<file path="src/hdl/rtc_pkg.sv">
// Purpose: Shared constants and types for the radio test, timer and coexistence register slice.
// Assumes: 32-bit Avalon-MM byte addressing; every register is one aligned word.
// Notes:   Register layouts are packed structs, so field positions live in the struct order.
package rtc_pkg;

	// ----------------------------------------------------------------
	// Register byte addresses
	// ----------------------------------------------------------------
	localparam logic [31:0] RTC_ADR_RX_TAG    = 32'h400000DC;
	localparam logic [31:0] RTC_ADR_TEST_CTRL = 32'h400000E0;
	localparam logic [31:0] RTC_ADR_TX_TOTAL  = 32'h400000E4;
	localparam logic [31:0] RTC_ADR_RX_TOTAL  = 32'h400000E8;
	localparam logic [31:0] RTC_ADR_TIMGEN    = 32'h400000F0;
	localparam logic [31:0] RTC_ADR_COARSE    = 32'h400000F4;
	localparam logic [31:0] RTC_ADR_FINE      = 32'h400000F8;
	localparam logic [31:0] RTC_ADR_CAPTURE   = 32'h400000FC;
	localparam logic [31:0] RTC_ADR_COEX      = 32'h40000100;
	localparam logic [31:0] RTC_ADR_CAPT_VAL  = 32'h40000110;

	// ----------------------------------------------------------------
	// Writable bit masks, reset values, capture bit and generator parameters
	// ----------------------------------------------------------------
	localparam logic [31:0] RTC_TEST_WMASK   = 32'h8800F9FF;
	localparam logic [31:0] RTC_TIMGEN_WMASK = 32'h83FF01FF;
	localparam logic [31:0] RTC_COARSE_WMASK = 32'h007FFFFF;
	localparam logic [31:0] RTC_FINE_WMASK   = 32'h07FFFFFF;
	localparam logic [31:0] RTC_COEX_WMASK   = 32'h003300F3;
	localparam logic [31:0] RTC_TIMGEN_RST   = 32'h81FE0096;
	localparam logic [31:0] RTC_COEX_RST     = 32'h00000010;
	localparam int          RTC_CAPTURE_BIT  = 0;
	localparam int          RTC_PRBS9_LEN    = 9;
	localparam int          RTC_PRBS9_TAP    = 5;
	localparam int          RTC_PRBS15_LEN   = 15;
	localparam int          RTC_PRBS15_TAP   = 14;

	// ----------------------------------------------------------------
	// Types
	// ----------------------------------------------------------------
	typedef enum logic [1:0] {RTC_IND_NO_PWRUP, RTC_IND_WITH_PWRUP, RTC_IND_HIGH_PRIO, RTC_IND_UNUSED} rtc_ind_e;
	typedef enum logic {RTC_BUS_IDLE, RTC_BUS_ANSWER} rtc_bus_e;

	typedef struct packed {
		logic       endless_receive_window;
		logic [2:0] rsv0;
		logic       rx_good_count_enable;
		logic [10:0] rsv1;
		logic       endless_transmit_payload;
		logic       tx_size_select;
		logic       pseudo_random_poly_select;
		logic       tx_payload_origin;
		logic       tx_sent_count_enable;
		logic [1:0] rsv2;
		logic [8:0] test_tx_byte_count;
	} rtc_test_ctrl_s;

	typedef struct packed {
		logic       early_fetch_abort_enable;
		logic [4:0] rsv0;
		logic [9:0] fetch_abort_instant;
		logic [6:0] rsv1;
		logic [8:0] table_fetch_instant;
	} rtc_timgen_s;

	typedef struct packed {
		logic [9:0] rsv0;
		rtc_ind_e   rx_coex_indicator_mode;
		logic [1:0] rsv1;
		rtc_ind_e   tx_coex_indicator_mode;
		logic [7:0] rsv2;
		logic [1:0] peer_transmit_block_policy;
		logic [1:0] peer_receive_block_policy;
		logic [1:0] rsv3;
		logic       sync_pulse_enable;
		logic       coexist_port_enable;
	} rtc_coex_s;

	typedef struct packed {
		rtc_bus_e       bus;
		logic           waitreq;
		logic [31:0]    rdata;
		rtc_test_ctrl_s test;
		rtc_timgen_s    tim;
		rtc_coex_s      coex;
		logic [22:0]    coarse_alarm_value;
		logic [26:0]    fine_alarm_value;
		logic [31:0]    rx_integrity_tag;
		logic [31:0]    tx_live;
		logic [31:0]    rx_live;
		logic [31:0]    tx_sent_total;
		logic [31:0]    rx_good_total;
		logic [26:0]    captured_time;
		logic           capture_time_trigger;
		logic [1:0]     peer_tx_sync;
		logic [1:0]     peer_rx_sync;
		logic           coarse_hit;
		logic           fine_hit;
		logic           coarse_alarm;
		logic           fine_alarm;
		logic           coex_tx;
		logic           coex_rx;
		logic           tx_abort;
		logic           rx_abort;
		logic           sync_pulse;
		logic           endless_rx;
		logic           endless_tx;
		logic [8:0]     tx_len;
		logic           payload_bit;
		logic           payload_prbs;
	} rtc_state_s;

	localparam rtc_state_s RTC_STATE_RST = '{
		bus     : RTC_BUS_IDLE,
		waitreq : 1'b1,
		tim     : rtc_timgen_s'(RTC_TIMGEN_RST),
		coex    : rtc_coex_s'(RTC_COEX_RST),
		default : '0
	};

endpackage : rtc_pkg

</file>
<file path="src/hdl/rtc_prbs.sv">
// Purpose: Fibonacci pseudo-random sequence generator, one bit per step.
// Assumes: Polynomial x^LEN + x^TAP + 1; seed of all ones.
// Notes:   The seed can never be the all-zero lock-up state.
`timescale 1ns/10ps
module rtc_prbs
#(
	parameter int LEN = 9,
	parameter int TAP = 5
)
(
	input  wire logic clk_i,
	input  wire logic reset_n_i,
	input  wire logic ce_i,
	input  wire logic step_i,
	output logic      bit_o
);

	typedef struct packed {
		logic [LEN-1:0] lfsr;
	} rtc_prbs_state_s;

	rtc_prbs_state_s st_reg;
	rtc_prbs_state_s st_next;

	if (LEN < 2 || TAP < 1 || TAP >= LEN)
	begin : g_bad_param
		$error("rtc_prbs: tap must lie strictly inside the register length");
	end

	always_comb
	begin
		st_next = st_reg;
		if (step_i)
		begin
			st_next.lfsr = {st_reg.lfsr[LEN-2:0], st_reg.lfsr[LEN-1] ^ st_reg.lfsr[TAP-1]};
		end
	end

	always_ff @(posedge clk_i or negedge reset_n_i)
	begin
		if (!reset_n_i)
			st_reg <= '{lfsr: '1};
		else if (ce_i)
			st_reg <= st_next;
	end

	assign bit_o = st_reg.lfsr[LEN-1];

endmodule : rtc_prbs

</file>
<file path="src/hdl/rtc_regs.sv">
// Purpose: Test-mode, timing-generator and coexistence register slice of the radio baseband.
// Assumes: Radio and timer events arrive on clk_i; the peer arbiter lines are asynchronous pins.
// Notes:   Avalon-MM slave with one wait state; every output is registered.
`timescale 1ns/10ps
module rtc_regs
	import rtc_pkg::*;
(
	input  wire logic        clk_i,
	input  wire logic        reset_n_i,
	input  wire logic        ce_i,
	input  wire logic [31:0] avs_address_i,
	input  wire logic        avs_read_i,
	input  wire logic        avs_write_i,
	input  wire logic [31:0] avs_writedata_i,
	input  wire logic [3:0]  avs_byteenable_i,
	output logic      [31:0] avs_readdata_o,
	output logic             avs_waitrequest_o,
	input  wire logic        rf_test_mode_i,
	input  wire logic        rf_abort_i,
	input  wire logic        tx_pkt_done_i,
	input  wire logic        rx_pkt_done_i,
	input  wire logic        rx_sync_err_i,
	input  wire logic        rx_crc_err_i,
	input  wire logic        rx_tag_valid_i,
	input  wire logic [31:0] rx_tag_i,
	input  wire logic [8:0]  descriptor_payload_size_i,
	input  wire logic        payload_step_i,
	input  wire logic [26:0] base_time_counter_i,
	input  wire logic        tx_en_i,
	input  wire logic        tx_pwrup_i,
	input  wire logic        tx_high_prio_i,
	input  wire logic        rx_corr_en_i,
	input  wire logic        rx_pwrup_i,
	input  wire logic        rx_high_prio_i,
	input  wire logic        sync_event_i,
	input  wire logic        peer_tx_i,
	input  wire logic        peer_rx_i,
	output logic             endless_rx_o,
	output logic             endless_tx_o,
	output logic      [8:0]  tx_len_o,
	output logic             payload_prbs_o,
	output logic             payload_bit_o,
	output logic             early_fetch_abort_en_o,
	output logic      [8:0]  table_fetch_instant_o,
	output logic      [9:0]  fetch_abort_instant_o,
	output logic             coarse_alarm_o,
	output logic             fine_alarm_o,
	output logic             coex_tx_o,
	output logic             coex_rx_o,
	output logic             tx_abort_o,
	output logic             rx_abort_o,
	output logic             sync_pulse_o
);

	rtc_state_s st_reg;
	rtc_state_s st_next;
	logic       prbs9_bit;
	logic       prbs15_bit;
	logic       prbs_step;
	logic       coarse_match;
	logic       fine_match;
	logic       bus_wr;

	// ----------------------------------------------------------------
	// Helpers
	// ----------------------------------------------------------------
	function automatic logic [31:0] merge(input logic [31:0] old, input logic [31:0] wmask);
		logic [31:0] m;
		m = '0;
		for (int i = 0; i < 4; i++)
		begin
			m[i*8 +: 8] = {8{avs_byteenable_i[i]}};
		end
		m = m & wmask;
		return (old & ~m) | (avs_writedata_i & m);
	endfunction : merge

	function automatic logic indicator(input rtc_ind_e mode, input logic pwrup, input logic active,
		input logic hiprio);
		logic v;
		v = 1'b0;
		case (mode)
			RTC_IND_NO_PWRUP:   v = active;
			RTC_IND_WITH_PWRUP: v = active | pwrup;
			RTC_IND_HIGH_PRIO:  v = hiprio;
			default:            v = 1'b0;
		endcase
		return v;
	endfunction : indicator

	// ----------------------------------------------------------------
	// Payload generators
	// ----------------------------------------------------------------
	// Both generators are kept so that flipping the polynomial select mid-test needs no reseed.
	assign prbs_step = rf_test_mode_i & st_reg.test.tx_payload_origin & payload_step_i;

	rtc_prbs #(.LEN(RTC_PRBS9_LEN), .TAP(RTC_PRBS9_TAP)) u_prbs9
	(
		.clk_i     (clk_i),
		.reset_n_i (reset_n_i),
		.ce_i      (ce_i),
		.step_i    (prbs_step),
		.bit_o     (prbs9_bit)
	);

	rtc_prbs #(.LEN(RTC_PRBS15_LEN), .TAP(RTC_PRBS15_TAP)) u_prbs15
	(
		.clk_i     (clk_i),
		.reset_n_i (reset_n_i),
		.ce_i      (ce_i),
		.step_i    (prbs_step),
		.bit_o     (prbs15_bit)
	);

	assign coarse_match = (st_reg.coarse_alarm_value == base_time_counter_i[26:4])
		&& (base_time_counter_i[3:0] == 4'h0);
	assign fine_match   = (st_reg.fine_alarm_value == base_time_counter_i);
	assign bus_wr       = (st_reg.bus == RTC_BUS_ANSWER) && avs_write_i;

	// ----------------------------------------------------------------
	// Next-state logic
	// ----------------------------------------------------------------
	always_comb
	begin
		st_next = st_reg;

		// Bus slave: the request is latched in the idle cycle and answered one cycle later.
		case (st_reg.bus)
			RTC_BUS_IDLE:
			begin
				if (avs_read_i || avs_write_i)
				begin
					st_next.bus     = RTC_BUS_ANSWER;
					st_next.waitreq = 1'b0;
					case (avs_address_i)
						RTC_ADR_RX_TAG:    st_next.rdata = st_reg.rx_integrity_tag;
						RTC_ADR_TEST_CTRL: st_next.rdata = st_reg.test;
						RTC_ADR_TX_TOTAL:  st_next.rdata = st_reg.tx_sent_total;
						RTC_ADR_RX_TOTAL:  st_next.rdata = st_reg.rx_good_total;
						RTC_ADR_TIMGEN:    st_next.rdata = st_reg.tim;
						RTC_ADR_COARSE:    st_next.rdata = {9'h000, st_reg.coarse_alarm_value};
						RTC_ADR_FINE:      st_next.rdata = {5'h00, st_reg.fine_alarm_value};
						RTC_ADR_CAPTURE:   st_next.rdata = {31'h00000000, st_reg.capture_time_trigger};
						RTC_ADR_COEX:      st_next.rdata = st_reg.coex;
						RTC_ADR_CAPT_VAL:  st_next.rdata = {5'h00, st_reg.captured_time};
						default:           st_next.rdata = 32'h00000000;
					endcase
				end
			end
			RTC_BUS_ANSWER:
			begin
				st_next.bus     = RTC_BUS_IDLE;
				st_next.waitreq = 1'b1;
			end
			default:
			begin
				st_next.bus     = RTC_BUS_IDLE;
				st_next.waitreq = 1'b1;
			end
		endcase

		// Time capture: the trigger lasts one cycle, then the device drops it.
		if (st_reg.capture_time_trigger)
		begin
			st_next.captured_time        = base_time_counter_i;
			st_next.capture_time_trigger = 1'b0;
		end

		// Register writes; read-only addresses fall through and change nothing.
		if (bus_wr)
		begin
			case (avs_address_i)
				RTC_ADR_TEST_CTRL: st_next.test = rtc_test_ctrl_s'(merge(st_reg.test, RTC_TEST_WMASK));
				RTC_ADR_TIMGEN:    st_next.tim  = rtc_timgen_s'(merge(st_reg.tim, RTC_TIMGEN_WMASK));
				RTC_ADR_COARSE:
					st_next.coarse_alarm_value = 23'(merge({9'h000, st_reg.coarse_alarm_value}, RTC_COARSE_WMASK));
				RTC_ADR_FINE:
					st_next.fine_alarm_value = 27'(merge({5'h00, st_reg.fine_alarm_value}, RTC_FINE_WMASK));
				RTC_ADR_CAPTURE:
				begin
					if (avs_byteenable_i[0] && avs_writedata_i[RTC_CAPTURE_BIT])
						st_next.capture_time_trigger = 1'b1;
				end
				RTC_ADR_COEX:      st_next.coex = rtc_coex_s'(merge(st_reg.coex, RTC_COEX_WMASK));
				default:           st_next.rdata = st_reg.rdata;
			endcase
		end

		if (rx_tag_valid_i)
			st_next.rx_integrity_tag = rx_tag_i;

		// Test counters run live and are published to software only on an abort command.
		if (!st_reg.test.tx_sent_count_enable)
			st_next.tx_live = 32'h00000000;
		else if (rf_test_mode_i && tx_pkt_done_i)
			st_next.tx_live = st_reg.tx_live + 32'h00000001;
		if (!st_reg.test.rx_good_count_enable)
			st_next.rx_live = 32'h00000000;
		else if (rf_test_mode_i && rx_pkt_done_i && !rx_sync_err_i && !rx_crc_err_i)
			st_next.rx_live = st_reg.rx_live + 32'h00000001;
		if (rf_abort_i && rf_test_mode_i)
		begin
			if (st_reg.test.tx_sent_count_enable)
				st_next.tx_sent_total = st_next.tx_live;
			if (st_reg.test.rx_good_count_enable)
				st_next.rx_good_total = st_next.rx_live;
		end

		// Test-mode controls toward the radio only act while the radio is in test mode.
		st_next.endless_rx   = rf_test_mode_i & st_reg.test.endless_receive_window;
		st_next.endless_tx   = rf_test_mode_i & st_reg.test.endless_transmit_payload;
		st_next.tx_len       = (rf_test_mode_i && st_reg.test.tx_size_select) ?
			st_reg.test.test_tx_byte_count : descriptor_payload_size_i;
		st_next.payload_prbs = rf_test_mode_i & st_reg.test.tx_payload_origin;
		st_next.payload_bit  = st_reg.test.pseudo_random_poly_select ? prbs15_bit : prbs9_bit;

		// Alarms pulse once on entering a match, since the counter holds a value for many cycles.
		st_next.coarse_hit   = coarse_match;
		st_next.fine_hit     = fine_match;
		st_next.coarse_alarm = coarse_match & ~st_reg.coarse_hit;
		st_next.fine_alarm   = fine_match & ~st_reg.fine_hit;

		// Coexistence port.
		st_next.peer_tx_sync = {st_reg.peer_tx_sync[0], peer_tx_i};
		st_next.peer_rx_sync = {st_reg.peer_rx_sync[0], peer_rx_i};
		st_next.coex_rx = st_reg.coex.coexist_port_enable & indicator(st_reg.coex.rx_coex_indicator_mode,
			rx_pwrup_i, rx_corr_en_i, rx_high_prio_i);
		st_next.coex_tx = st_reg.coex.coexist_port_enable & indicator(st_reg.coex.tx_coex_indicator_mode,
			tx_pwrup_i, tx_en_i, tx_high_prio_i);
		st_next.tx_abort = st_reg.coex.coexist_port_enable
			& ((st_reg.peer_tx_sync[1] & st_reg.coex.peer_transmit_block_policy[0])
			| (st_reg.peer_rx_sync[1] & st_reg.coex.peer_receive_block_policy[0]));
		st_next.rx_abort = st_reg.coex.coexist_port_enable
			& ((st_reg.peer_tx_sync[1] & st_reg.coex.peer_transmit_block_policy[1])
			| (st_reg.peer_rx_sync[1] & st_reg.coex.peer_receive_block_policy[1]));
		st_next.sync_pulse = st_reg.coex.coexist_port_enable & st_reg.coex.sync_pulse_enable
			& sync_event_i;
	end

	always_ff @(posedge clk_i or negedge reset_n_i)
	begin
		if (!reset_n_i)
			st_reg <= RTC_STATE_RST;
		else if (ce_i)
			st_reg <= st_next;
	end

	// ----------------------------------------------------------------
	// Outputs
	// ----------------------------------------------------------------
	assign avs_readdata_o         = st_reg.rdata;
	assign avs_waitrequest_o      = st_reg.waitreq;
	assign endless_rx_o           = st_reg.endless_rx;
	assign endless_tx_o           = st_reg.endless_tx;
	assign tx_len_o               = st_reg.tx_len;
	assign payload_prbs_o         = st_reg.payload_prbs;
	assign payload_bit_o          = st_reg.payload_bit;
	assign early_fetch_abort_en_o = st_reg.tim.early_fetch_abort_enable;
	assign table_fetch_instant_o  = st_reg.tim.table_fetch_instant;
	assign fetch_abort_instant_o  = st_reg.tim.fetch_abort_instant;
	assign coarse_alarm_o         = st_reg.coarse_alarm;
	assign fine_alarm_o           = st_reg.fine_alarm;
	assign coex_tx_o              = st_reg.coex_tx;
	assign coex_rx_o              = st_reg.coex_rx;
	assign tx_abort_o             = st_reg.tx_abort;
	assign rx_abort_o             = st_reg.rx_abort;
	assign sync_pulse_o           = st_reg.sync_pulse;
endmodule : rtc_regs

</file>
<file path="config.mk">
export PLATFORM = sky130hd
export DESIGN_NAME = rtc_regs
export DESIGN_NICKNAME = d
export VERILOG_FILES = /design/src/hdl/rtc_pkg.sv /design/src/hdl/rtc_prbs.sv /design/src/hdl/rtc_regs.sv
export SDC_FILE = /design/constraint.sdc
export NUM_CORES = 1
export LEC_CHECK = 0
export ABC_AREA = 1
export BUFFER_PORTS_ARGS = -buffer_cell sky130_fd_sc_hd__buf_4
export CORE_UTILIZATION = 41
export CTS_CLUSTER_SIZE = 14
export DETAILED_ROUTE_END_ITERATION = 8
export PLACE_DENSITY = 0.59
export SETUP_SLACK_MARGIN = 0.02
export SYNTH_ARGS = -nofsm -noshare
export SYNTH_HDL_FRONTEND = slang
export SYNTH_SLANG_ARGS = --single-unit
</file>
<file path="constraint.sdc">
create_clock -name clk_i -period 2.4 [get_ports clk_i]
set_input_delay 0.24 -clock clk_i [delete_from_list [all_inputs] [get_ports clk_i]]
set_output_delay 0.24 -clock clk_i [all_outputs]
set_load 0.05 [all_outputs]
</file>
Word-level counts from Yosys, hierarchy flattened
Index checks and enable logic that the tools add are counted.
W data, S select, Z words.

storage, ports and cells
  bits in registers = 418
  output and inout bits = 73

operators by class
  $add $sub $neg = 2
  eq/ne operators = 18
  mux-type cells = 22
  bitwise logic cells = 45
  reductions and logical operators = 28

operators with widths
  cell                     number
  $eq A32 B31 Y1 const B   10
  $pmux W32 S10            1
  $mux W32                 9
  $mux W178                1
  $and A32 B32 Y32         5
  $or A32 B32 Y32          3
  $add A32 B1 Y32 const B  2
  $not A32 Y32             2
  $and A27 B27 Y27         2
  $and A23 B23 Y23         2
  $mux W34                 1
  $and A32 B22 Y32         1
  $not A22 Y32             1
  $eq A27 B27 Y1           1
  $mux W27                 1
  $not A27 Y27             1
  $or A27 B27 Y27          1
  $eq A23 B23 Y1           1
  $mux W23                 1
  $not A23 Y23             1
  $or A23 B23 Y23          1
  $reduce_and A3 Y1        7
  $and A1 B1 Y1            16
  $reduce_and A2 Y1        5
  other kinds (16)         39

Depth between registers and ports, before layout
Gate-level depths: netlist (run 1).

  depth in word-level cells = 6
  mapped depth = 15

Hierarchy
A second synthesis (run 1) with hierarchy kept.

second synthesis, totals
  cells, all modules = 2409
  area total of the unflattened synthesis = 19449.9 um2

modules (own cells, without submodules)
  module                instances  cells each  area an instance (um2)  seq. area each (um2)
  rtc_regs              1          2305        18402.6                 8627.0
  rtc_prbs at u_prbs15  1          65          674.4                   394.1
  rtc_prbs at u_prbs9   1          39          372.9                   236.5

Least setup slack after synthesis (run 1)
Ideal clock, no wire load.

  kind = input-to-reg
  start point = input port avs_address_i[0]
  end point = register with a tool-made name
  setup time = 0.120 ns
  arrival = 1.538 ns
  required time = 2.280 ns
  setup slack = 0.743 ns
  stages = 9
  buffers on the path = 1
  cell sequence = inv_1 -> nand2_2 -> nor2_8 -> nand2_4 -> nor4_4 -> nand2_4 -> buf_6 -> nand2_2 -> o21ai_2

RTL lines
  item             line            RTL
  start, declared  rtc_regs.sv:11  input wire logic [31:0] avs_address_i,

==> impl_metrics.sql, run 1 <==
INSERT INTO impl_metrics (metric_group, metric, value, unit) VALUES
('placed_design', 'detailedPlacementHpwl', '47600', 'um'),
('placed_design', 'detailed_place.area', '21200', 'um2'),
('route', 'detail-route-antenna-nets', '0', ''),
('route', 'drt-wirelength-per-cell', '19.3', 'um'),
('worst_setup_path', 'worst_path_dominant_cell_family', 'simple AND/OR/NAND/NOR gates', ''),
('synthesis', 'syn_area', '18900', 'um2'),
('route', 'drt-vias-per-instance', '5.18', ''),
('cells_and_area', 'areaGrowthSynthToFinish', '24.5', '%'),
('worst_setup_path', 'timing.critical_path.arrival', '2.73', 'ns'),
('cells_and_area', 'layout_cells_sized_above_1', '18.2', '%'),
('synthesis', 'netlist_instances', '2401', ''),
('cells_and_area', 'num_antenna_cells', '0', ''),
('placed_design', 'portBuffers', '227', ''),
('placed_design', 'gp_congestion', '0.928', ''),
('route', 'number_of_vias_after_detailed_routing', '17200', ''),
('synthesis', 'yosys_register_bits', '368', ''),
('grt', 'antenna_found_initial', '0', ''),
('clock_network', 'clk_latency', '0.58', 'ns'),
('synthesis', 'postSynthAreaPerCell', '7.86', 'um2'),
('worst_setup_path', 'cp-startpoint', 'st_reg[393]$_DFFE_PN0P_', ''),
('worst_setup_path', 'worst_r2r_startpoint', 'st_reg[393]$_DFFE_PN0P_', ''),
('worst_setup_path', 'path_cells', 'nand3_2 > nor4_4 > buf_4 > nand3_1 > dlygate4sd3_1 > nand2_1', ''),
('grt', 'grt_start_max_net_pins', '78', ''),
('floorplanning', 'design.portCount', '231', ''),
('worst_setup_path', 'timing.reg2reg.worst_path_depth', '6', ''),
('synthesis', 'postSynthNetCount', '2561', ''),
('synthesis', 'synth_ff_type', 'sky130_fd_sc_hd__dfrtp_1', ''),
('route', 'drc', '0', ''),
('timing', 'layout_worst_path_cycle_share', '92.7', '%'),
('clock_network', 'postCtsHoldBufs', '88', ''),
('grt', 'groute.usage.overall', '27.6', '%'),
('clock_network', 'clock-root-buffer', 'sky130_fd_sc_hd__clkbuf_16', ''),
('clock_network', 'numClockSinks', '368', ''),
('floorplanning', 'initial_core_util', '41.6', '%'),
('grt', 'gr-total-overflow', '0', ''),
('floorplanning', 'floorplan.die_area', '46900', 'um2'),
('clock_network', 'clkSlewWorstSetupHoldPaths', '0.06', 'ns'),
('grt', 'first_pass_grt_wire_length', '98600', 'um'),
('timing', 'post-route-min-period', '2.23', 'ns'),
('route', 'drt_iter0_markers', '1442', ''),
('timing', 'setup_violations', '0', ''),
('cells_and_area', 'layout.cell_area.non_filler', '23500', 'um2'),
('floorplanning', 'core', '45400', 'um2'),
('synthesis', 'sequential_share_of_the_synthesized_area', '49.0', '%'),
('worst_setup_path', 'cpMaxStageDelayCell', 'sky130_fd_sc_hd__dlygate4sd3_1', ''),
('min_path', 'min-delay-start', 'avs_writedata_i[15]', ''),
('power_and_ir_drop', 'p_leak', '0.0113', 'uW'),
('worst_setup_path', 'max_stage_delay', '0.57', 'ns'),
('worst_setup_path', 'worst_setup_path_type', 'register to register', ''),
('timing', 'setup_total_negative_slack', '0', 'ns'),
('power_and_ir_drop', 'vdd.ir_drop.worst', '0.562', 'mV'),
('cells_and_area', 'design.final.nets', '2846', ''),
('worst_setup_path', 'regToRegSetupSlack', '0.17', 'ns'),
('synthesis', 'asyncSetResetFlopFracSynth', '100', '%'),
('synthesis', 'synth.yosys.warnings', '0', ''),
('worst_setup_path', 'path_buf_inv', '2', ''),
('status', 'status', 'complete, no violations', ''),
('worst_setup_path', 'worst_setup_path_end_kind', 'register', ''),
('clock_network', 'postCtsResizedCells', '0', ''),
('clock_network', 'cts_post_setup_buffers_inserted', '0', ''),
('worst_setup_path', 'path_max_fanout', '6', ''),
('clock_network', 'cts_htree_levels', '2', ''),
('clock_network', 'tritoncts_buffer_count', '42', ''),
('timing', 'clock_skew', '0.0162', 'ns'),
('clock_network', 'cts.path.max_buffers', '3', ''),
('timing', 'slew_viol_final', '0', ''),
('min_path', 'hold_depth', '3', ''),
('floorplanning', 'fp.dieH', '217', 'um'),
('clock_network', 'tritoncts', 'built', ''),
('timing', 'grt_setup_unrepaired', 'false', ''),
('synthesis', 'yosys.cell_types.count', '43', '');
## worst max-delay path by stage
stage | end | slack (ns) | cells after the start
after floorplan | register | 0.74 | 9
after global placement | avs_readdata_o[19]$_DFFE_PN0P_ | 0.25 | 15
after detailed placement | st_reg[172]$_DFFE_PN0P_ | 0.23 | 8
after CTS | st_reg[172]$_DFFE_PN0P_ | 0.20 | 8
after global routing | st_reg[172]$_DFFE_PN0P_ | 0.06 | 8
final | register | 0.17 | 6
## through the flow
stage	std cells	utilization [%]	power (uW)	setup slack, ns	hold WS, ns
after floorplan	2401	-	6810	0.743	-0.0556
after global placement	3154	46.7	7380	0.246	0.318
after detailed placement	3154	46.7	7390	0.226	0.330
after CTS	3316	51.8	14100	0.198	0.000182
after global routing	3316	51.8	14500	0.0572	0.0272
final	3316	51.8	14000	0.174	0.00578
## final cells by class
cell class,instances,area [um2]
Timing Repair Buffer,387,3310
Sequential cell,368,9260
Clock inverter,8,119
Multi-Input combinational cell,1659,7910
Clock buffer,66,1290
Tap cell,600,751
Fill cell,4340,21900
Inverter,228,857
## placed cells by master, fill, tap and decap left out, types with 3 or more instances in the layout
cell,count
sky130_fd_sc_hd__mux2_2,14
sky130_fd_sc_hd__o22ai_1,20
sky130_fd_sc_hd__nor2_2,9
sky130_fd_sc_hd__nand2_4,6
sky130_fd_sc_hd__nor2_4,5
sky130_fd_sc_hd__buf_12,14
sky130_fd_sc_hd__o21ai_0,204
sky130_fd_sc_hd__or2_2,8
sky130_fd_sc_hd__o21ai_2,24
sky130_fd_sc_hd__dfrtp_1,329
sky130_fd_sc_hd__nand3_1,249
sky130_fd_sc_hd__dlygate4sd3_1,88
sky130_fd_sc_hd__a22o_1,5
sky130_fd_sc_hd__buf_4,284
sky130_fd_sc_hd__clkbuf_8,9
sky130_fd_sc_hd__bufinv_16,3
sky130_fd_sc_hd__a21oi_1,49
sky130_fd_sc_hd__dfstp_2,39
sky130_fd_sc_hd__o21ai_1,45
sky130_fd_sc_hd__clkbuf_16,45
sky130_fd_sc_hd__xor2_1,46
sky130_fd_sc_hd__nand4_1,20
sky130_fd_sc_hd__nor4_1,6
sky130_fd_sc_hd__xnor2_1,12
sky130_fd_sc_hd__clkinv_2,5
sky130_fd_sc_hd__nor2_1,180
sky130_fd_sc_hd__nor3_1,29
sky130_fd_sc_hd__clkbuf_1,12
sky130_fd_sc_hd__nand2_1,684
sky130_fd_sc_hd__nand2_2,23
sky130_fd_sc_hd__nand3b_1,6
sky130_fd_sc_hd__clkinv_1,5
sky130_fd_sc_hd__inv_1,220
## cell usage after synthesis, types with 5 or more instances
cell | instances | area share (%)
sky130_fd_sc_hd__buf_6 | 6 | 0.36
sky130_fd_sc_hd__dfrtp_1 | 329 | 44
sky130_fd_sc_hd__nand2_4 | 6 | 0.36
sky130_fd_sc_hd__o21ai_2 | 24 | 1.1
sky130_fd_sc_hd__xnor2_1 | 12 | 0.56
sky130_fd_sc_hd__xor2_1 | 46 | 2.1
sky130_fd_sc_hd__nand3b_1 | 6 | 0.24
sky130_fd_sc_hd__inv_1 | 221 | 4.4
sky130_fd_sc_hd__clkinv_1 | 5 | 0.099
sky130_fd_sc_hd__o21ai_1 | 45 | 1.2
sky130_fd_sc_hd__o22ai_1 | 20 | 0.66
sky130_fd_sc_hd__clkbuf_1 | 48 | 0.95
sky130_fd_sc_hd__or2_2 | 8 | 0.27
sky130_fd_sc_hd__a21oi_1 | 49 | 1.3
sky130_fd_sc_hd__nor2_2 | 7 | 0.23
sky130_fd_sc_hd__nand2_1 | 685 | 14
sky130_fd_sc_hd__buf_4 | 63 | 2.5
sky130_fd_sc_hd__nor4_1 | 6 | 0.20
sky130_fd_sc_hd__buf_2 | 27 | 0.72
sky130_fd_sc_hd__o21ai_0 | 204 | 5.4
sky130_fd_sc_hd__a22o_1 | 5 | 0.23
sky130_fd_sc_hd__dfstp_2 | 39 | 5.4
sky130_fd_sc_hd__nor2_1 | 182 | 3.6
sky130_fd_sc_hd__nand4_1 | 20 | 0.66
sky130_fd_sc_hd__mux2_2 | 14 | 0.83
sky130_fd_sc_hd__nand3_1 | 249 | 6.6
sky130_fd_sc_hd__nand2_2 | 22 | 0.73
sky130_fd_sc_hd__nor2_4 | 5 | 0.30
sky130_fd_sc_hd__nor3_1 | 29 | 0.77
## kinds of logic (layout without fill, tap and decap cells)
group / Yosys count / after routing / synth area share [%]
simple gates: 1229 / 1229 / 27.9
buf+inv: 374 / 689 / 9.11
mux: 14 / 14 / 0.835
compound gates: 356 / 356 / 10.3
fa+ha+maj: 2 / 2 / 0.133
flops: 368 / 368 / 49.0
xor+xnor: 58 / 58 / 2.69
## worst register-to-register path: stages (launching register included)
cell and delay (ns):
sky130_fd_sc_hd__dfrtp_1 0.42, sky130_fd_sc_hd__nand3_2 0.36, sky130_fd_sc_hd__nor4_4 0.38, sky130_fd_sc_hd__buf_4 0.26, sky130_fd_sc_hd__nand3_1 0.11, sky130_fd_sc_hd__dlygate4sd3_1 0.57, sky130_fd_sc_hd__nand2_1 0.06
## per-layer routing
layer	vias up	GRT usage, %	share of wire (%)
met1	8211	39.2	46
met4	0	9.08	3.2
met5	-	0	0
met3	97	4.72	7.0
li1	8245	-	-
met2	617	42.5	44
## power by group
group / switching (uW) / total [uW] / internal (uW)
Sequential: 59.0 / 6370 / 6310
Clock: 2620 / 6630 / 4010
Combinational: 597 / 1020 / 428
Note: power is estimated with default switching activity, not from simulation.
==> inputs of run 2 (changes only) <==
CTS_BUF_LIST = sky130_fd_sc_hd__clkbuf_4   (was default)
==> run 2 against run 1 <==
  * First-iteration DRC count is 4.1% higher
  * Clock skew is 0.050 ns higher
  * Critical path depth is the same
  * Worst hold slack gained 0.039 ns
  * Maximum frequency shrank 3.8%
  * Utilization rose by 2.0 points
  * Design area grew 3.9%
  * Via count rose by 4.6%
  * Total power down 4.6%
  * Sequential share of layout area fell by 1.5 points
  * Worst setup slack got worse by 0.089 ns
  * Sequential cell count is the same
  * Highest routed layer unchanged
==> impl_metrics.sql, run 2 (synthesized netlist as in run 1, its figures left out) <==
INSERT INTO impl_metrics (metric_group, metric, value, unit) VALUES
('floorplanning', 'design.portCount', '231', ''),
('timing', 'timing.fmax', '0.432', 'GHz'),
('route', 'detail_route.wirelength', '65800', 'um'),
('timing', 'setup_violations', '0', ''),
('route', 'drt-vias-per-instance', '5.10', ''),
('worst_setup_path', 'timing.critical_path.arrival', '3.09', 'ns'),
('cells_and_area', 'instances_no_fill', '3523', ''),
('clock_network', 'cts.path.max_buffers', '3', ''),
('timing', 'slew_viol_final', '0', ''),
('placed_design', 'gp_congestion', '0.928', ''),
('route', 'number_of_vias_after_detailed_routing', '18000', ''),
('cells_and_area', 'areaGrowthSynthToFinish', '29.3', '%'),
('clock_network', 'cts_htree_levels', '3', ''),
('timing', 'setup_total_negative_slack', '0', 'ns'),
('clock_network', 'clock-root-buffer', 'sky130_fd_sc_hd__clkbuf_4', ''),
('grt', 'grt_start_max_net_pins', '78', ''),
('placed_design', 'place_inst', '3154', ''),
('cells_and_area', 'fillCellCount', '4294', ''),
('power_and_ir_drop', 'p_leak', '0.0118', 'uW'),
('clock_network', 'tritoncts', 'built', ''),
('power_and_ir_drop', 'power_density', '548', 'nW/um2'),
('cells_and_area', 'design.final.nets', '3005', ''),
('cells_and_area', 'most_frequent_standard_cell_in_the_layout_excluding_fill_and_tap_cells', 'sky130_fd_sc_hd__nand2_1', ''),
('min_path', 'hold_depth', '5', ''),
('route', 'drt-wirelength-per-cell', '18.7', 'um'),
('floorplanning', 'rows', '78', ''),
('worst_setup_path', 'timing.reg2reg.worst_path_depth', '6', ''),
('floorplanning', 'core', '45400', 'um2'),
('status', 'status', 'complete, no violations', ''),
('floorplanning', 'initial_core_util', '41.6', '%'),
('worst_setup_path', 'path_max_fanout', '6', ''),
('power_and_ir_drop', 'vdd.ir_drop.worst', '0.330', 'mV'),
('cells_and_area', 'layout.cells.most_common_list', '684 x sky130_fd_sc_hd__nand2_1, 329 x sky130_fd_sc_hd__dfrtp_1, 284 x sky130_fd_sc_hd__buf_4', ''),
('timing', 'hold_viol', '0', ''),
('grt', 'first_global_vias', '17800', ''),
('grt', 'first_pass_grt_wire_length', '102000', 'um'),
('grt', 'antenna_found_initial', '1', ''),
('timing', 'timing_worst_slew_pin_value', '0.782', 'ns'),
('min_path', 'min-delay-path-class', 'input port to register', ''),
('timing', 'layout_worst_path_cycle_share', '96.4', '%'),
('cells_and_area', 'layout_cells_sized_above_1', '20.3', '%'),
('route', 'detail-route-antenna-nets', '0', ''),
('placed_design', 'detailedPlacementHpwl', '47600', 'um'),
('grt', 'groute.usage.overall', '28.5', '%'),
('route', 'drc', '0', ''),
('placed_design', 'portBuffers', '227', ''),
('worst_setup_path', 'worst_setup_path_end_kind', 'register', ''),
('timing', 'grt_setup_unrepaired', 'false', ''),
('floorplanning', 'fp.dieH', '217', 'um'),
('worst_setup_path', 'crit_path_start_kind', 'register', ''),
('worst_setup_path', 'worst_setup_path_type', 'register to register', ''),
('floorplanning', 'overall_die_width', '217', 'um'),
('timing', 'post-route-min-period', '2.31', 'ns'),
('clock_network', 'clkSlewWorstSetupHoldPaths', '0.07', 'ns'),
('route', 'drt_iter0_markers', '1501', ''),
('floorplanning', 'floorplan.die_area', '46900', 'um2'),
('clock_network', 'clk_latency', '0.86', 'ns'),
('timing', 'clock_skew', '0.0661', 'ns'),
('timing', 'maxSlewHeadroom', '47.8', '%'),
('route', 'first_pass_iters', '5', ''),
('clock_network', 'tritoncts_buffer_count', '99', ''),
('clock_network', 'numClockSinks', '368', ''),
('flow_run', 'max_cap_violations', '0', ''),
('worst_setup_path', 'worst_ep_required_time', '3.18', 'ns'),
('grt', 'gr-total-overflow', '0', '');
==> run 2: changes by cell type in the layout (fill, tap and decap cells not counted), moves of 2 or more <==
cell                            before  now
sky130_fd_sc_hd__clkinv_1            5   25
sky130_fd_sc_hd__clkbuf_4            0  151
sky130_fd_sc_hd__dlygate4sd3_1      88  190
sky130_fd_sc_hd__clkbuf_1           12    0
sky130_fd_sc_hd__clkbuf_8            9    0
sky130_fd_sc_hd__inv_2               2    5
sky130_fd_sc_hd__clkbuf_16          45    0
sky130_fd_sc_hd__clkinv_2            5    3
==> run 2: metal layers <==
metal / part of all wire [%] / vias up / track usage (%)
met5: 0 / - / 0
met4: 3.1 / 0 / 11.6
met3: 7.1 / 96 / 5.61
met2: 45 / 646 / 43.9
met1: 45 / 8577 / 39.4
li1: - / 8647 / -
==> run 2: timing repair <==
action                                 in CTS  in global routing
gates resized for setup                     0                  2
endpoints found under the hold margin     551                  0
hold buffers                              190                  0
setup buffers                               0                  0
setup endpoints to repair                   0                 10
==> run 2: metrics by stage <==
stage                     power [uW]  utilization (%)  setup slack (ns)  hold WS, ns  area [um2]
after CTS                      13500             53.8             0.135      0.00135       24400
after detailed placement        7390             46.7             0.226        0.330       21200
after global placement          7380             46.7             0.246        0.318       21200
final                          13400             53.8            0.0857       0.0449       24400
after global routing           14000             53.8            0.0260       0.0334       24400
after floorplan                 6810                -             0.743      -0.0556       18900
==> run 2: power breakdown <==
part | switching (uW) | internal, uW
clock network | 2730 | 3060
registers | 59.4 | 6310
logic | 635 | 575
total | 3430 | 9940
==> run 2: layout make-up <==
| class | instances | area, um2 | area share [%] |
|---|---|---|---|
| Timing Repair Buffer | 489 | 4330 | 17.7 |
| Clock buffer | 151 | 1130 | 4.64 |
| Sequential cell | 368 | 9260 | 37.9 |
| Clock inverter | 27 | 156 | 0.641 |
| Antenna cell | 1 | 2.50 | 0.0103 |
| Multi-Input combinational cell | 1659 | 7920 | 32.4 |
| Tap cell | 600 | 751 | 3.08 |
| Inverter | 228 | 857 | 3.51 |
==> run 2: path summary, 6_finish.rpt <==
| check | from | to | slack [ns] |
|---|---|---|---|
| max | st_reg[393]$_DFFE_PN0P_ | register | 0.09 |
| min | rx_pkt_done_i | st_reg[122]$_DFFE_PN0P_ | 0.04 |
| max reg2reg | st_reg[393]$_DFFE_PN0P_ | register | 0.09 |
| min reg2reg | u_prbs15.st_reg[3]$_DFFE_PN1P_ | u_prbs15.st_reg[4]$_DFFE_PN1P_ | 0.46 |
| max in group asynchronous | reset_n_i | asynchronous set/reset pin | 1.53 |
| min in group asynchronous | reset_n_i | st_reg[157]$_DFFE_PN0P_ | 0.05 |
==> run 2: critical path, cell delays in order (launching register included) <==
cell                            delay, ns
sky130_fd_sc_hd__dfrtp_1             0.42
sky130_fd_sc_hd__nand3_2             0.35
sky130_fd_sc_hd__nor2_2              0.38
sky130_fd_sc_hd__buf_4               0.22
sky130_fd_sc_hd__nand2_1             0.13
sky130_fd_sc_hd__o21ai_0             0.18
sky130_fd_sc_hd__dlygate4sd3_1       0.57
==> inputs of run 3 (changes only) <==
ABC_CLOCK_PERIOD_IN_PS = 3000   (was default)
clock period = 3 ns   (was 2.4 ns; I/O delays follow)
==> run 3 against run 2 <==
  * Sequential power is 20% lower
  * Clock power is 21% lower
  * Die area stayed put
  * Cell count is 1.8% lower
  * Register-to-register slack better by 0.09 ns
  * First-iteration DRC count is 3.1% higher
  * Worst setup slack better by 0.094 ns
  * Design area is 3.0% lower
  * Non-clock buffer count is 71 lower
  * Total power is 21% lower
  * Utilization is 1.6 points lower
  * Sequential cell count stayed put
  * Largest cell class unchanged
  * Largest power group unchanged
==> impl_metrics.sql, run 3 (synthesized netlist as in run 1, its figures left out) <==
INSERT INTO impl_metrics (metric_group, metric, value, unit) VALUES
('status', 'status', 'complete, no violations', ''),
('power_and_ir_drop', 'seq_power_share', '48.2', '%'),
('route', 'detail_route.wirelength', '64600', 'um'),
('worst_setup_path', 'worst_ep_required_time', '3.72', 'ns'),
('clock_network', 'cts_post_setup_buffers_inserted', '0', ''),
('worst_setup_path', 'cp-startpoint', 'st_reg[393]$_DFFE_PN0P_', ''),
('clock_network', 'postCtsResizedCells', '0', ''),
('route', 'drt-vias-per-instance', '5.11', ''),
('grt', 'grt_busiest_layer', 'met2', ''),
('grt', 'met2_usage', '42.1', '%'),
('floorplanning', 'initial_core_util', '41.6', '%'),
('clock_network', 'numClockSinks', '368', ''),
('cells_and_area', 'fillCellCount', '4404', ''),
('timing', 'postLayoutSetupSlackWorst', '0.180', 'ns'),
('floorplanning', 'overall_die_width', '217', 'um'),
('clock_network', 'cts.path.max_buffers', '3', ''),
('clock_network', 'tritoncts', 'built', ''),
('timing', 'post-route-min-period', '2.82', 'ns'),
('timing', 'grt_setup_unrepaired', 'false', ''),
('grt', 'grt_start_max_net_pins', '75', ''),
('grt', 'gr-total-overflow', '0', ''),
('worst_setup_path', 'timing.critical_path.arrival', '3.54', 'ns'),
('clock_network', 'clkSlewWorstSetupHoldPaths', '0.07', 'ns'),
('clock_network', 'tritoncts_buffer_count', '102', ''),
('timing', 'slew_viol_final', '0', ''),
('min_path', 'min-delay-start', 'rx_tag_valid_i', ''),
('cells_and_area', 'areaGrowthSynthToFinish', '25.3', '%'),
('timing', 'clock_skew', '0.0591', 'ns'),
('grt', 'first_global_vias', '17300', ''),
('grt', 'first_pass_grt_wire_length', '99200', 'um'),
('route', 'drt-wirelength-per-cell', '18.7', 'um'),
('placed_design', 'detailedPlacementHpwl', '46300', 'um'),
('grt', 'grtUsageMet1', '39.5', '%'),
('route', 'number_of_vias_after_detailed_routing', '17700', ''),
('power_and_ir_drop', 'clkPwrFrac', '43.7', '%'),
('timing', 'setup_total_negative_slack', '0', 'ns'),
('worst_setup_path', 'worst_r2r_startpoint', 'st_reg[393]$_DFFE_PN0P_', ''),
('floorplanning', 'rows', '78', ''),
('power_and_ir_drop', 'p_leak', '0.0115', 'uW'),
('clock_network', 'clock-root-buffer', 'sky130_fd_sc_hd__clkbuf_4', ''),
('cells_and_area', 'layout.cell_area.non_filler', '23700', 'um2'),
('timing', 'timing.fmax', '0.355', 'GHz'),
('placed_design', 'detailed_place.area', '20900', 'um2'),
('timing', 'layout_worst_path_cycle_share', '94.0', '%'),
('power_and_ir_drop', 'power_switching_share', '25.6', '%'),
('route', 'drc', '0', ''),
('route', 'first_pass_iters', '6', ''),
('floorplanning', 'design.portCount', '231', ''),
('power_and_ir_drop', 'power_density', '446', 'nW/um2'),
('timing', 'maxSlewHeadroom', '54.8', '%'),
('timing', 'hold_viol', '0', ''),
('clock_network', 'clk_latency', '0.84', 'ns'),
('cells_and_area', 'layout_cells_sized_above_1', '19.7', '%'),
('timing', 'setup_violations', '0', ''),
('cells_and_area', 'most_frequent_standard_cell_in_the_layout_excluding_fill_and_tap_cells', 'sky130_fd_sc_hd__nand2_1', ''),
('placed_design', 'pre_cts_slack', '0.558', 'ns'),
('power_and_ir_drop', 'internal_portion_of_total_power', '7860', 'uW'),
('placed_design', 'gp_congestion', '0.959', ''),
('worst_setup_path', 'worst_setup_path_type', 'register to register', ''),
('cells_and_area', 'layout.cells.most_common_list', '684 x sky130_fd_sc_hd__nand2_1, 329 x sky130_fd_sc_hd__dfrtp_1, 266 x sky130_fd_sc_hd__buf_4', ''),
('power_and_ir_drop', 'vdd.ir_drop.worst', '0.275', 'mV'),
('worst_setup_path', 'crit_path_start_kind', 'register', ''),
('min_path', 'min-delay-path-class', 'input port to register', ''),
('worst_setup_path', 'worst_setup_path_end_kind', 'register', ''),
('clock_network', 'postCtsHoldBufs', '146', ''),
('grt', 'global_route.usage.met3', '4.24', '%'),
('clock_network', 'cts_htree_levels', '3', ''),
('power_and_ir_drop', 'total_switching_power', '2700', 'uW'),
('placed_design', 'portBuffers', '227', ''),
('floorplanning', 'floorplan.die_area', '46900', 'um2'),
('worst_setup_path', 'path_max_fanout', '6', ''),
('flow_run', 'max_cap_violations', '0', ''),
('floorplanning', 'core', '45400', 'um2'),
('grt', 'antenna_found_initial', '1', ''),
('route', 'detail-route-antenna-nets', '0', ''),
('timing', 'timing_worst_slew_pin_value', '0.677', 'ns'),
('route', 'drt_iter0_markers', '1547', ''),
('grt', 'groute.usage.overall', '27.7', '%'),
('power_and_ir_drop', 'comb_power_share', '8.1', '%'),
('floorplanning', 'fp.dieH', '217', 'um'),
('cells_and_area', 'design.final.nets', '2937', '');
==> run 3: changes by cell type in the layout (fill, tap and decap cells not counted), moves of 3 or more <==
cell / previous run / this run
sky130_fd_sc_hd__dlygate4sd3_1: 190 / 146
sky130_fd_sc_hd__buf_12: 14 / 5
sky130_fd_sc_hd__clkinv_1: 25 / 33
sky130_fd_sc_hd__clkinv_2: 3 / 6
sky130_fd_sc_hd__buf_4: 284 / 266
==> run 3: power by group through the flow <==
stage | clock [uW] | sequential (uW) | combinational [uW]
floorplan | 0 | 5170 | 282
global placement | 0 | 5180 | 701
detailed placement | 0 | 5180 | 710
CTS | 4750 | 5090 | 857
global route | 4990 | 5090 | 928
finish | 4610 | 5090 | 855
==> run 3: critical path, stage by stage (launching register included) <==
cell                            delay (ns)
sky130_fd_sc_hd__dfrtp_1              0.43
sky130_fd_sc_hd__nand3_2              0.35
sky130_fd_sc_hd__nor4_4               0.36
sky130_fd_sc_hd__buf_4                0.27
sky130_fd_sc_hd__nand3_1              0.09
sky130_fd_sc_hd__dlygate4sd3_1        0.57
sky130_fd_sc_hd__nand2_1              0.07
sky130_fd_sc_hd__dlygate4sd3_1        0.54
==> run 3: final timing paths <==
| check | end | slack [ns] | cells after the start |
|---|---|---|---|
| min in group asynchronous | avs_readdata_o[28]$_DFFE_PN0P_ | 0.58 | 3 |
| worst min register to register | u_prbs9.st_reg[2]$_DFFE_PN1P_ | 0.46 | 2 |
| worst max register to register | register | 0.18 | 7 |
| worst max-delay path | register | 0.18 | 7 |
| worst min-delay path | st_reg[195]$_DFFE_PN0P_ | 0.05 | 4 |
| max in group asynchronous | st_reg[211]$_DFFE_PN0P_ | 1.38 | 4 |
==> run 3: routing by layer <==
layer / vias to the layer above / part of all wire (%)
li1: 8494 / -
met1: 8386 / 45
met2: 678 / 45
met3: 113 / 6.7
met4: 0 / 3.3
met5: - / 0
==> run 3: final cells by class <==
cell class | count | area, um2 | area share [%]
diodes | 1 | 2.50 | 0.0106
clock buffers | 149 | 1120 | 4.73
clock inverters | 36 | 194 | 0.819
inverters | 228 | 857 | 3.62
multi-input cells | 1659 | 7910 | 33.4
flip-flops and latches | 368 | 9260 | 39.1
well taps | 600 | 751 | 3.17
repair buffers | 418 | 3570 | 15.1
==> run 3: metrics by stage <==
step	util (%)	power [uW]	hold WS [ns]	instances
floorplan	-	5450	0.00441	2401
global placement	46.0	5880	0.291	3127
detailed placement	46.0	5890	0.299	3127
CTS	52.1	10700	0.00233	3458
global route	52.1	11000	0.0231	3459
finish	52.1	10600	0.0541	3459
